--- src/rtl/dbc_pkg.sv ---
// Purpose: Constants for the debug bus comparator block.
// Assumes: Byte-wide registers on a plain strobe port.
// Notes: Offsets are byte addresses on the register port.
package dbc_pkg;

  // Register offsets
  localparam logic [15:0] DBC_CTL1_OFS = 16'h0026;
  localparam logic [15:0] DBC_CTL_OFS = 16'h0028;
  localparam logic [15:0] DBC_AH_OFS = 16'h0029;
  localparam logic [15:0] DBC_AM_OFS = 16'h002A;
  localparam logic [15:0] DBC_AL_OFS = 16'h002B;
  localparam logic [15:0] DBC_DH_OFS = 16'h002C;
  localparam logic [15:0] DBC_DL_OFS = 16'h002D;
  localparam logic [15:0] DBC_MH_OFS = 16'h002E;
  localparam logic [15:0] DBC_ML_OFS = 16'h002F;

  // Comparator control fields
  localparam int DBC_SIZE_EN_BIT = 7;
  localparam int DBC_SIZE_VAL_BIT = 6;
  localparam int DBC_TAG_BIT = 5;
  localparam int DBC_BREAK_BIT = 4;
  localparam int DBC_RW_BIT = 3;
  localparam int DBC_DIR_EN_BIT = 2;
  localparam int DBC_MISMATCH_BIT = 1;
  localparam int DBC_ENABLE_BIT = 0;

  // Debug control one fields
  localparam int DBC_BPEN_BIT = 4;
  localparam int DBC_WSEL_LSB = 0;
  localparam logic [7:0] DBC_CTL1_MASK = 8'h13;

  // Implemented bits per comparator
  localparam logic [7:0] DBC_CTL_MASK_A = 8'hFF;
  localparam logic [7:0] DBC_CTL_MASK_B = 8'hFD;
  localparam logic [7:0] DBC_CTL_MASK_C = 8'h3D;
  localparam logic [7:0] DBC_AH_MASK = 8'h03;

  // Reset values
  localparam logic [7:0] DBC_RST_BYTE = 8'h00;
  localparam logic [17:0] DBC_RST_ADDR = 18'h00000;
  localparam logic [15:0] DBC_RST_WORD = 16'h0000;

  localparam int DBC_NCH = 3;

  // Window select encodings
  typedef enum logic [1:0] {
    DBC_WIN_A = 2'b00,
    DBC_WIN_B = 2'b01,
    DBC_WIN_C = 2'b10,
    DBC_WIN_NONE = 2'b11
  } dbc_wsel_e;

endpackage

--- src/rtl/dbc_comparators.sv ---
// Purpose: Match qualification for three debug bus comparators A, B, C.
// Assumes: Bus and instruction queue inputs synchronous to sys_clk.
// Notes: Matches and session end are one-cycle registered pulses.
`timescale 1ns/1ps
module dbc_comparators (
  // Clock, reset, enable
  input wire logic sys_clk,
  input wire logic resetn,
  input wire logic clk_en,
  // Register port
  input wire logic [15:0] reg_addr,
  input wire logic [7:0] reg_wdata,
  input wire logic reg_wr,
  input wire logic reg_rd,
  output logic [7:0] reg_rdata,
  // Debug module state
  input wire logic module_armed,
  // Processor bus
  input wire logic cpu_valid,
  input wire logic [17:0] cpu_addr,
  input wire logic [15:0] cpu_data,
  input wire logic cpu_read,
  input wire logic cpu_byte,
  input wire logic cpu_fetch,
  // Instruction queue execution stage
  input wire logic exec_valid,
  input wire logic [17:0] exec_addr,
  // Match results
  output logic [2:0] match_out,
  output logic session_end,
  output logic break_req,
  output logic disarm
);

  logic [7:0] ctl1_reg;
  logic [15:0] data_reg;
  logic [15:0] mask_reg;
  logic [7:0] rdata_reg;
  logic [2:0] match_reg;
  logic session_end_reg;
  logic break_req_reg;
  logic [7:0] ctl_q [dbc_pkg::DBC_NCH];
  logic [17:0] addr_q [dbc_pkg::DBC_NCH];
  logic [2:0] hit;
  logic [2:0] tag_pend;
  logic [2:0] tag_fire;
  logic [2:0] imm_hit;

  // Window decode
  wire [1:0] wsel = ctl1_reg[dbc_pkg::DBC_WSEL_LSB +: 2];
  wire bp_en = ctl1_reg[dbc_pkg::DBC_BPEN_BIT];
  wire win_none = (wsel == dbc_pkg::DBC_WIN_NONE);
  wire win_a = (wsel == dbc_pkg::DBC_WIN_A);
  wire wr_win = clk_en & reg_wr & ~module_armed & ~win_none;
  wire wr_ctl1 = clk_en & reg_wr & (reg_addr == dbc_pkg::DBC_CTL1_OFS);
  wire at_ctl = (reg_addr == dbc_pkg::DBC_CTL_OFS);
  wire at_ah = (reg_addr == dbc_pkg::DBC_AH_OFS);
  wire at_am = (reg_addr == dbc_pkg::DBC_AM_OFS);
  wire at_al = (reg_addr == dbc_pkg::DBC_AL_OFS);
  wire at_dh = (reg_addr == dbc_pkg::DBC_DH_OFS);
  wire at_dl = (reg_addr == dbc_pkg::DBC_DL_OFS);
  wire at_mh = (reg_addr == dbc_pkg::DBC_MH_OFS);
  wire at_ml = (reg_addr == dbc_pkg::DBC_ML_OFS);
  wire wr_a_data = wr_win & win_a;

  // Debug control one: window select and breakpoint enable
  always_ff @(posedge sys_clk) begin
    if (!resetn) begin
      ctl1_reg <= dbc_pkg::DBC_RST_BYTE;
    end else if (wr_ctl1) begin
      ctl1_reg <= reg_wdata & dbc_pkg::DBC_CTL1_MASK;
    end
  end

  // Data compare and mask, comparator A only
  always_ff @(posedge sys_clk) begin
    if (!resetn) begin
      data_reg <= dbc_pkg::DBC_RST_WORD;
      mask_reg <= dbc_pkg::DBC_RST_WORD;
    end else if (wr_a_data) begin
      if (at_dh) data_reg[15:8] <= reg_wdata;
      if (at_dl) data_reg[7:0] <= reg_wdata;
      if (at_mh) mask_reg[15:8] <= reg_wdata;
      if (at_ml) mask_reg[7:0] <= reg_wdata;
    end
  end

  // Per-comparator bank and match logic
  genvar gi;
  generate
    for (gi = 0; gi < dbc_pkg::DBC_NCH; gi = gi + 1) begin : g_ch
      localparam logic [7:0] CMASK = (gi == 0) ? dbc_pkg::DBC_CTL_MASK_A :
                                     (gi == 1) ? dbc_pkg::DBC_CTL_MASK_B :
                                     dbc_pkg::DBC_CTL_MASK_C;
      logic [7:0] ctl_reg;
      logic [17:0] cmp_reg;
      logic pend_reg;
      wire sel = (wsel == 2'(gi));
      wire wr_sel = wr_win & sel;
      wire cmp_en = ctl_reg[dbc_pkg::DBC_ENABLE_BIT];
      wire tag = ctl_reg[dbc_pkg::DBC_TAG_BIT];
      wire size_en = ctl_reg[dbc_pkg::DBC_SIZE_EN_BIT];
      wire size_val = ctl_reg[dbc_pkg::DBC_SIZE_VAL_BIT];
      wire dir_en = ctl_reg[dbc_pkg::DBC_DIR_EN_BIT];
      wire dir_val = ctl_reg[dbc_pkg::DBC_RW_BIT];
      wire mismatch_sel = ctl_reg[dbc_pkg::DBC_MISMATCH_BIT];
      wire addr_hit = (cpu_addr == cmp_reg);
      wire size_ok = ~size_en | (cpu_byte == size_val);
      wire rw_ok = ~dir_en | (cpu_read == dir_val);
      wire data_eq = (((cpu_data ^ data_reg) & mask_reg) == 16'h0000);
      wire data_ok = (gi != 0) | (data_eq ^ mismatch_sel);
      // Tag mode skips size, direction and data qualifiers
      wire imm = cmp_en & ~tag & cpu_valid & addr_hit & size_ok & rw_ok & data_ok;
      wire tag_set = cmp_en & tag & cpu_valid & cpu_fetch & addr_hit;
      wire fire = cmp_en & pend_reg & exec_valid & (exec_addr == cmp_reg);

      always_ff @(posedge sys_clk) begin
        if (!resetn) begin
          ctl_reg <= dbc_pkg::DBC_RST_BYTE;
          cmp_reg <= dbc_pkg::DBC_RST_ADDR;
        end else if (clk_en && wr_sel) begin
          if (at_ctl) ctl_reg <= reg_wdata & CMASK;
          if (at_ah) cmp_reg[17:16] <= reg_wdata[1:0];
          if (at_am) cmp_reg[15:8] <= reg_wdata;
          if (at_al) cmp_reg[7:0] <= reg_wdata;
        end
      end

      // Tagged opcode waits for the execution stage
      always_ff @(posedge sys_clk) begin
        if (!resetn) begin
          pend_reg <= 1'b0;
        end else if (clk_en) begin
          if (!cmp_en || !tag) begin
            pend_reg <= 1'b0;
          end else if (tag_set) begin
            pend_reg <= 1'b1;
          end else if (fire) begin
            pend_reg <= 1'b0;
          end
        end
      end

      assign ctl_q[gi] = ctl_reg;
      assign addr_q[gi] = cmp_reg;
      assign imm_hit[gi] = imm;
      assign tag_fire[gi] = fire;
      assign tag_pend[gi] = pend_reg;
      assign hit[gi] = imm | fire;
    end
  endgenerate

  // Immediate session end on a break channel
  wire [2:0] break_bits = {ctl_q[2][dbc_pkg::DBC_BREAK_BIT], ctl_q[1][dbc_pkg::DBC_BREAK_BIT],
                           ctl_q[0][dbc_pkg::DBC_BREAK_BIT]};
  wire break_hit = |(hit & break_bits);

  always_ff @(posedge sys_clk) begin
    if (!resetn) begin
      match_reg <= 3'h0;
      session_end_reg <= 1'b0;
      break_req_reg <= 1'b0;
    end else if (clk_en) begin
      match_reg <= hit;
      session_end_reg <= break_hit;
      break_req_reg <= break_hit & bp_en;
    end
  end

  // Read-back selection
  wire [1:0] wi = win_none ? 2'b00 : wsel;
  wire [7:0] ah_byte = {6'h00, addr_q[wi][17:16]};
  wire [7:0] win_byte = at_ctl ? ctl_q[wi] :
                        at_ah ? ah_byte :
                        at_am ? addr_q[wi][15:8] :
                        at_al ? addr_q[wi][7:0] : 8'h00;
  wire [7:0] a_byte = at_dh ? data_reg[15:8] :
                      at_dl ? data_reg[7:0] :
                      at_mh ? mask_reg[15:8] :
                      at_ml ? mask_reg[7:0] : 8'h00;
  wire [7:0] rd_next = (reg_addr == dbc_pkg::DBC_CTL1_OFS) ? ctl1_reg :
                       win_none ? 8'h00 :
                       (win_byte | (win_a ? a_byte : 8'h00));

  always_ff @(posedge sys_clk) begin
    if (!resetn) begin
      rdata_reg <= 8'h00;
    end else if (clk_en) begin
      rdata_reg <= reg_rd ? rd_next : 8'h00;
    end
  end

  assign reg_rdata = rdata_reg;
  assign match_out = match_reg;
  assign session_end = session_end_reg;
  assign break_req = break_req_reg;
  assign disarm = session_end_reg;

  wire in_data_area = at_dh | at_dl | at_mh | at_ml;
  wire in_window = at_ctl | at_ah | at_am | at_al | in_data_area;
endmodule

--- config.mk ---
export PLATFORM = sky130hd
export DESIGN_NAME = dbc_comparators
export DESIGN_NICKNAME = d
export VERILOG_FILES = /design/src/rtl/dbc_pkg.sv /design/src/rtl/dbc_comparators.sv
export SDC_FILE = /design/constraint.sdc
export NUM_CORES = 1
export LEC_CHECK = 0
export ABC_CLOCK_PERIOD_IN_PS = 2100
export BUFFER_PORTS_ARGS = -buffer_cell sky130_fd_sc_hd__clkbuf_2
export CAP_MARGIN = 30
export CORE_MARGIN = 3
export CORE_UTILIZATION = 40
export DETAILED_ROUTE_END_ITERATION = 10
export PLACE_DENSITY = 0.57
export RECOVER_POWER = 50
export SKIP_LAST_GASP = 1
export SLEW_MARGIN = 25
export SYNTH_ARGS = -nofsm -noshare
export SYNTH_HDL_FRONTEND = slang
export SYNTH_SLANG_ARGS = --single-unit
--- constraint.sdc ---
create_clock -name sys_clk -period 2.1 [get_ports sys_clk]
set_input_delay 0.42 -clock sys_clk [delete_from_list [all_inputs] [get_ports sys_clk]]
set_output_delay 0.42 -clock sys_clk [all_outputs]
set_load 0.02 [all_outputs]
==> results of run 1 <==
repair_timing:
action                     4_1_cts  5_1_grt
resized for setup                8       12
setup endpoints to repair        6        7
hold endpoints to repair         0        0
buffers inserted                 0        1
pin swaps                        0        1
hold buffers                     0        0
tightest hold or removal path: cells and delay by family:
family | cells | cell delay [ns]
and+or+nand+nor | 1 | 0.08
AOI/OAI and AO/OA | 2 | 0.21
buffers and inverters | 1 | 0.09
worst paths after layout:
kind | from | slack (ns) | endpoint | depth (start not counted)
setup / recovery | g_ch[0].cmp_reg[6]$_SDFFE_PN0P_ | 0.08 | g_ch[0].pend_reg$_SDFFE_PN0P_ | 7
hold / removal | reg_rd | 0.44 | reg_rdata[1]$_SDFFE_PN0P_ | 4
setup reg to reg | g_ch[0].cmp_reg[6]$_SDFFE_PN0P_ | 0.08 | g_ch[0].pend_reg$_SDFFE_PN0P_ | 7
hold reg to reg | reg_rdata[5]$_SDFFE_PN0P_ | 0.45 | reg_rdata[5]$_SDFFE_PN0P_ | 1
logic make-up after synthesis:
| family | Yosys count | synth area share, % |
|---|---|---|
| AOI/OAI and AO/OA | 152 | 14.8 |
| xor gates and xnor gates | 131 | 15.3 |
| buffers and inverters | 55 | 3.23 |
| DFF | 125 | 33.1 |
| muxes | 73 | 10.5 |
| and+or+nand+nor | 316 | 23.0 |
where the power goes:
group          switching (mW)  total [mW]  internal, mW
clock network            1.18        3.10          1.92
logic                   0.306       0.522         0.216
registers            0.000755        2.37          2.37
total                    1.48        5.99          4.51
layer usage:
metal	vias up	global-route usage (%)
met2	256	40.5
met1	3442	35.9
met3	48	5.72
met4	0	9.56
met5	-	0
li1	3372	-
cell usage after synthesis (4+ instances only):
| cell | n | area (um^2) |
|---|---|---|
| dfxtp_1 | 125 | 2500 |
| nand2_1 | 117 | 439 |
| xor2_1 | 112 | 981 |
| nor2b_1 | 71 | 444 |
| mux2i_1 | 67 | 671 |
| a21boi_0 | 30 | 225 |
| clkbuf_1 | 29 | 109 |
| a21boi_1 | 23 | 173 |
| nand3_1 | 23 | 115 |
| nor4_1 | 19 | 119 |
| xnor2_1 | 18 | 158 |
| a22oi_1 | 17 | 128 |
| buf_2 | 15 | 75.1 |
| nor2_1 | 13 | 48.8 |
| o21ai_0 | 12 | 60.1 |
| a21oi_1 | 11 | 55.1 |
| nand4_1 | 10 | 62.6 |
| and3b_1 | 8 | 70.1 |
| nand3b_1 | 8 | 60.1 |
| a31oi_1 | 7 | 43.8 |
| and3_1 | 7 | 43.8 |
| o22a_1 | 7 | 61.3 |
| nor3_1 | 6 | 30.0 |
| o2111ai_1 | 6 | 52.6 |
| buf_4 | 5 | 37.5 |
| mux4_2 | 5 | 113 |
| nand2b_1 | 5 | 31.3 |
| o21a_1 | 5 | 37.5 |
| a2111oi_0 | 4 | 35.0 |
| a311o_1 | 4 | 40.0 |
| buf_1 | 4 | 15.0 |
| nor4_2 | 4 | 50.1 |
| o211ai_1 | 4 | 30.0 |
| o22ai_1 | 4 | 25.0 |
| or4_1 | 4 | 30.0 |
area by class of cell:
class                           instances  area [um^2]  area share [%]
Sequential cell                       125         2510            26.2
Clock buffer                           18          439            4.58
Clock inverter                         14          180            1.88
Inverter                                2         7.51          0.0783
Timing Repair Buffer                  209         1320            13.8
Tap cell                              229          287            2.99
Multi-Input combinational cell        672         4850            50.5
==> reports/metrics.csv, run 1 <==
stage;metric;value;unit
logic_synthesis;Async S/R FF share, synth;0;%
route;DRT Pass-1 Iters;5;
timing;slew margin rel.;62.8;%
logic_synthesis;Avg Inst Size Synth;8.87;um^2
critical_path;Worst EP required;2.41;ns
timing;setup_tns;0;ns
global_routing;first-pass GRT wire length;40.4;mm
min_path;worst hold path type;in -> reg;
placement;Post-DP Area;0.00903;mm^2
logic_synthesis;Mapped Cells;852;
route;met2 WL;12.4;mm
timing;Tcrit/Tclk final;96.4;%
logic_synthesis;mapped cell area;0.00756;mm^2
route;highest routed layer;met4;
placement;GPL Wtd Cong;0.988;
critical_path;CP Data Arrival Time;2.34;ns
critical_path;Max Fanout on Critical Path;4;
logic_synthesis;Post-synth EDFFs;0;
layout;area grow syn2layout;26.9;%
timing;Final Hold Fails;0;
layout;non-filler cells in the finished layout;1269;
clocking;CTS H-tree depth;4;
logic_synthesis;Yosys reg bits;125;
timing;min Tclk post-route;2.02;ns
clocking;clock-pin slew on the worst setup and hold paths;0.06;ns
placement;DPL Wire Length;20.6;mm
logic_synthesis;Seq/Total Area, Yosys;33.1;%
layout;share of post-route cells with drive strength above 1;24.7;%
timing;Final Hold Slack;0.437;ns
layout;# fillers;1798;
clocking;Num Clock Sinks;125;
critical_path;critical path's top delay family;compound AO/OA/AOI/OAI gates;
floorplan;core area;0.0183;mm^2
run;max cap viols;0;
outcome;status;completed;
floorplan;DIE WIDTH;143;um
clocking;TritonCTS Buffers;17;
timing;Worst-Margin Slew;0.545;ns
global_routing;grt total ovfl;0;
critical_path;CP Buf/Inv Count;1;
logic_synthesis;ys flop type;dfxtp_1;
critical_path;nature of the critical path startpoint;flop;
clocking;CTS tree;done;
global_routing;largest net degree at the start of global routing;44;
critical_path;crit-path cells;xor2_1 -> nor4_1 -> buf_4 -> nand3_1 -> o311ai_0 -> a21boi_0 -> o21a_1;
power_and_ir_drop;worst vdd ir;0.549;mV
layout;most common cell after layout, fill and taps aside;dfxtp_1;
route;vias after detailed routing;7118;
logic_synthesis;syn_nets;939;
timing;Setup-failing EPs final;0;
placement;IO buf count;100;
critical_path;CP max stage cell;dfxtp_1;
layout;ANT cells;0;
timing;Slew Limit Fails;0;
logic_synthesis;Ys Warns;0;
route;Routed wire per std cell;21.3;um
global_routing;vias in the first global route;6783;
layout;Final Instance Area;0.00959;mm^2
power_and_ir_drop;Total Power;5.99;mW
layout;max reg flops;54;
power_and_ir_drop;P_leak;4.01;nW
placement;DP Worst Slack;-0.174;ns
route;DR DRC count;0;
placement;DP Cell Count;1236;
clocking;CTS max path bufs;2;
route;drt via density;5.61;
floorplan;IO Count;101;
timing;fmax;494;MHz
layout;post-layout util;52.5;%
route;initial DRC count;621;
floorplan;die area;0.0206;mm^2
critical_path;crit end category;flop;
power_and_ir_drop;PD cells;625;mW/mm^2
floorplan;Starting Density;41.4;%
route;M1 wire length;12.1;mm
floorplan;FP Rows;49;
timing;unrepaired setup endpoints after global routing;true;
timing;Layout Skew;0.00761;ns
critical_path;CP peak stage delay;0.47;ns
critical_path;critical path class;reg -> reg;
clocking;clock latency at the later pin of the worst-skew pair;0.42;ns
route;ANT nets after route;0;
layout;fin nets;1114;
layout;most frequent cells in the layout;121 x dfxtp_1, 117 x nand2_1, 112 x xor2_1;
route;DR WL met3;1.80;mm
clocking;CTS root buf;clkbuf_16;
route;final wirelength;27.0;mm
logic_synthesis;Synth cell types;61;
global_routing;antenna violations before repair;0;
global_routing;GRT Total Usage;26.2;%
timing;Worst Setup Slack, final;0.0763;ns
floorplan;Die H;143;um
(Power assumes the default switching activity.)
==> run 2: changes to the inputs <==
--- a/config.mk
+++ b/config.mk
@@ -5,13 +5,13 @@
 export SDC_FILE = /design/constraint.sdc
 export NUM_CORES = 1
 export LEC_CHECK = 0
-export ABC_CLOCK_PERIOD_IN_PS = 2100
+export ABC_CLOCK_PERIOD_IN_PS = 2500
 export BUFFER_PORTS_ARGS = -buffer_cell sky130_fd_sc_hd__clkbuf_2
 export CAP_MARGIN = 30
 export CORE_MARGIN = 3
 export CORE_UTILIZATION = 40
 export DETAILED_ROUTE_END_ITERATION = 10
-export PLACE_DENSITY = 0.57
+export PLACE_DENSITY = 0.55
 export RECOVER_POWER = 50
 export SKIP_LAST_GASP = 1
 export SLEW_MARGIN = 25
==> constraint.sdc (replaced) <==
create_clock -name sys_clk -period 2.5 [get_ports sys_clk]
set_input_delay 0.5 -clock sys_clk [delete_from_list [all_inputs] [get_ports sys_clk]]
set_output_delay 0.5 -clock sys_clk [all_outputs]
set_load 0.01 [all_outputs]
==> reports/metrics.csv, run 2 (same netlist as run 1, synthesis figures left out) <==
stage;metric;value;unit
power_and_ir_drop;sw power;1.22;mW
placement;DP Cell Count;1180;
floorplan;DIE WIDTH;143;um
critical_path;critical path class;in -> reg;
run;max cap viols;0;
floorplan;core area;0.0183;mm^2
layout;area grow syn2layout;20.6;%
layout;max reg flops;54;
critical_path;CP Data Arrival Time;2.60;ns
min_path;worst hold path type;in -> reg;
timing;Final Hold Slack;0.450;ns
timing;Slew Limit Fails;0;
critical_path;nature of the critical path startpoint;input port;
route;ANT nets after route;0;
layout;Reg area;0.00250;mm^2
global_routing;antenna violations before repair;0;
floorplan;Starting Density;41.4;%
outcome;status;completed;
power_and_ir_drop;worst vdd ir;0.438;mV
clocking;clock latency at the later pin of the worst-skew pair;0.43;ns
layout;share of post-route cells with drive strength above 1;19.2;%
timing;unrepaired setup endpoints after global routing;false;
power_and_ir_drop;clock power share;53.0;%
layout;Multi-input gate area;0.00480;mm^2
global_routing;GRT Total Usage;26.7;%
timing;Worst-Margin Slew;0.555;ns
critical_path;Worst EP required;2.81;ns
critical_path;CP Buf/Inv Count;3;
critical_path;CP peak stage delay;0.38;ns
global_routing;global routing's busiest layer;met2;
placement;DPL Wire Length;20.2;mm
route;DR DRC count;0;
route;vias after detailed routing;6826;
clocking;TritonCTS Buffers;17;
layout;post-layout util;49.9;%
global_routing;grt total ovfl;0;
layout;most common cell after layout, fill and taps aside;dfxtp_1;
timing;Tcrit/Tclk final;91.3;%
power_and_ir_drop;P_leak;3.72;nW
floorplan;Die H;143;um
route;drt via density;5.63;
global_routing;largest net degree at the start of global routing;42;
global_routing;vias in the first global route;6692;
layout;fin nets;1057;
floorplan;IO Count;101;
clocking;CTS H-tree depth;4;
global_routing;GR Layer Usage met1;37.9;%
timing;Layout Skew;0.00788;ns
route;DRT Pass-1 Iters;5;
timing;Setup-failing EPs final;0;
layout;# fillers;1822;
clocking;CTS max path bufs;2;
critical_path;crit end category;flop;
power_and_ir_drop;combinational share of power;8.0;%
route;final wirelength;27.0;mm
timing;setup_tns;0;ns
critical_path;critical path's most frequent cell;clkbuf_2;
floorplan;die area;0.0206;mm^2
layout;most frequent cells in the layout;124 x dfxtp_1, 117 x nand2_1, 112 x xor2_1;
power_and_ir_drop;Switching Share;24.0;%
layout;non-filler cells in the finished layout;1213;
clocking;post-CTS setup buffer count;0;
global_routing;M3 GR Usage;5.16;%
floorplan;FP Rows;49;
power_and_ir_drop;Internal Dissipation;3.88;mW
clocking;CTS tree;done;
clocking;clock-pin slew on the worst setup and hold paths;0.06;ns
power_and_ir_drop;sequential power share;39.1;%
global_routing;GRT met2 Usage;41.4;%
global_routing;first-pass GRT wire length;41.0;mm
route;Routed wire per std cell;22.3;um
power_and_ir_drop;PD cells;560;mW/mm^2
critical_path;critical path's top delay family;simple AND/OR/NAND/NOR gates;
critical_path;crit-path cells;clkbuf_2 -> nor4b_2 -> nand4_1 -> nor2_1 -> clkbuf_1 -> and4_1 -> clkbuf_2 -> mux2i_1 -> nor2b_1;
placement;IO buf count;100;
clocking;Num Clock Sinks;125;
timing;fmax;438;MHz
timing;min Tclk post-route;2.28;ns
route;initial DRC count;623;
timing;Final Hold Fails;0;
critical_path;CP max stage cell;nand4_1;
clocking;CTS root buf;clkbuf_16;
critical_path;Max Fanout on Critical Path;8;
timing;slew margin rel.;63.0;%
placement;GPL Wtd Cong;0.943;
-- run 2: changes by cell type in the layout (fill, tap and decap cells not counted), sizes merged --
cell | before | now
clkbuf | 124 | 123
buf | 103 | 48
inv | 8 | 3
clkinvlp | 2 | 0
clkinv | 3 | 8
diode | 0 | 1
bufinv | 3 | 4
-- run 2: cell type report --
| cell class | count | share of cell area (%) |
|---|---|---|
| clock inverter | 13 | 2.06 |
| sequential | 125 | 27.5 |
| antenna | 1 | 0.0275 |
| inverter | 2 | 0.0824 |
| clock buffer | 19 | 4.97 |
| tap | 229 | 3.14 |
| timing repair buffer | 152 | 9.56 |
| multi-input combinational | 672 | 52.7 |
-- run 2: final timing paths --
check,from,to,slack (ns),cells after the start
max,reg_addr[14],g_ch[0].cmp_reg[0]$_SDFFE_PN0P_,0.22,9
max reg2reg,ctl1_reg[0]$_SDFFE_PN0P_,reg_rdata[4]$_SDFFE_PN0P_,0.22,7
min,resetn,reg_rdata[1]$_SDFFE_PN0P_,0.45,2
min reg2reg,reg_rdata[5]$_SDFFE_PN0P_,reg_rdata[5]$_SDFFE_PN0P_,0.46,1
-- run 2: power groups by stage --
stage,registers [mW],logic [mW],clock network (mW)
floorplan,2.04,0.191,0
global placement,2.04,0.403,0
detailed placement,2.04,0.401,0
CTS,1.99,0.404,2.74
global route,1.99,0.434,2.82
finish,1.99,0.406,2.70
-- run 2: through the flow --
step                area [um^2]  total power [mW]  setup slack (ns)
floorplan                  7560              2.23             0.366
global route               9110              5.24            0.0515
global placement           8540              2.44            0.0489
detailed placement         8540              2.44           0.00115
finish                     9110              5.10             0.217
CTS                        9180              5.14            0.0938
-- run 2: what timing repair did --
item / in CTS / in global routing
hold buffers: 0 / 0
endpoints found under the setup margin: 0 / 3
gates resized for setup: 0 / 1
-- run 2: layer usage --
| layer | part of all wire (%) | vias up |
|---|---|---|
| met5 | 0 | - |
| met4 | 2.0 | 0 |
| met3 | 6.3 | 42 |
| met2 | 45 | 230 |
| met1 | 46 | 3294 |
| li1 | - | 3260 |
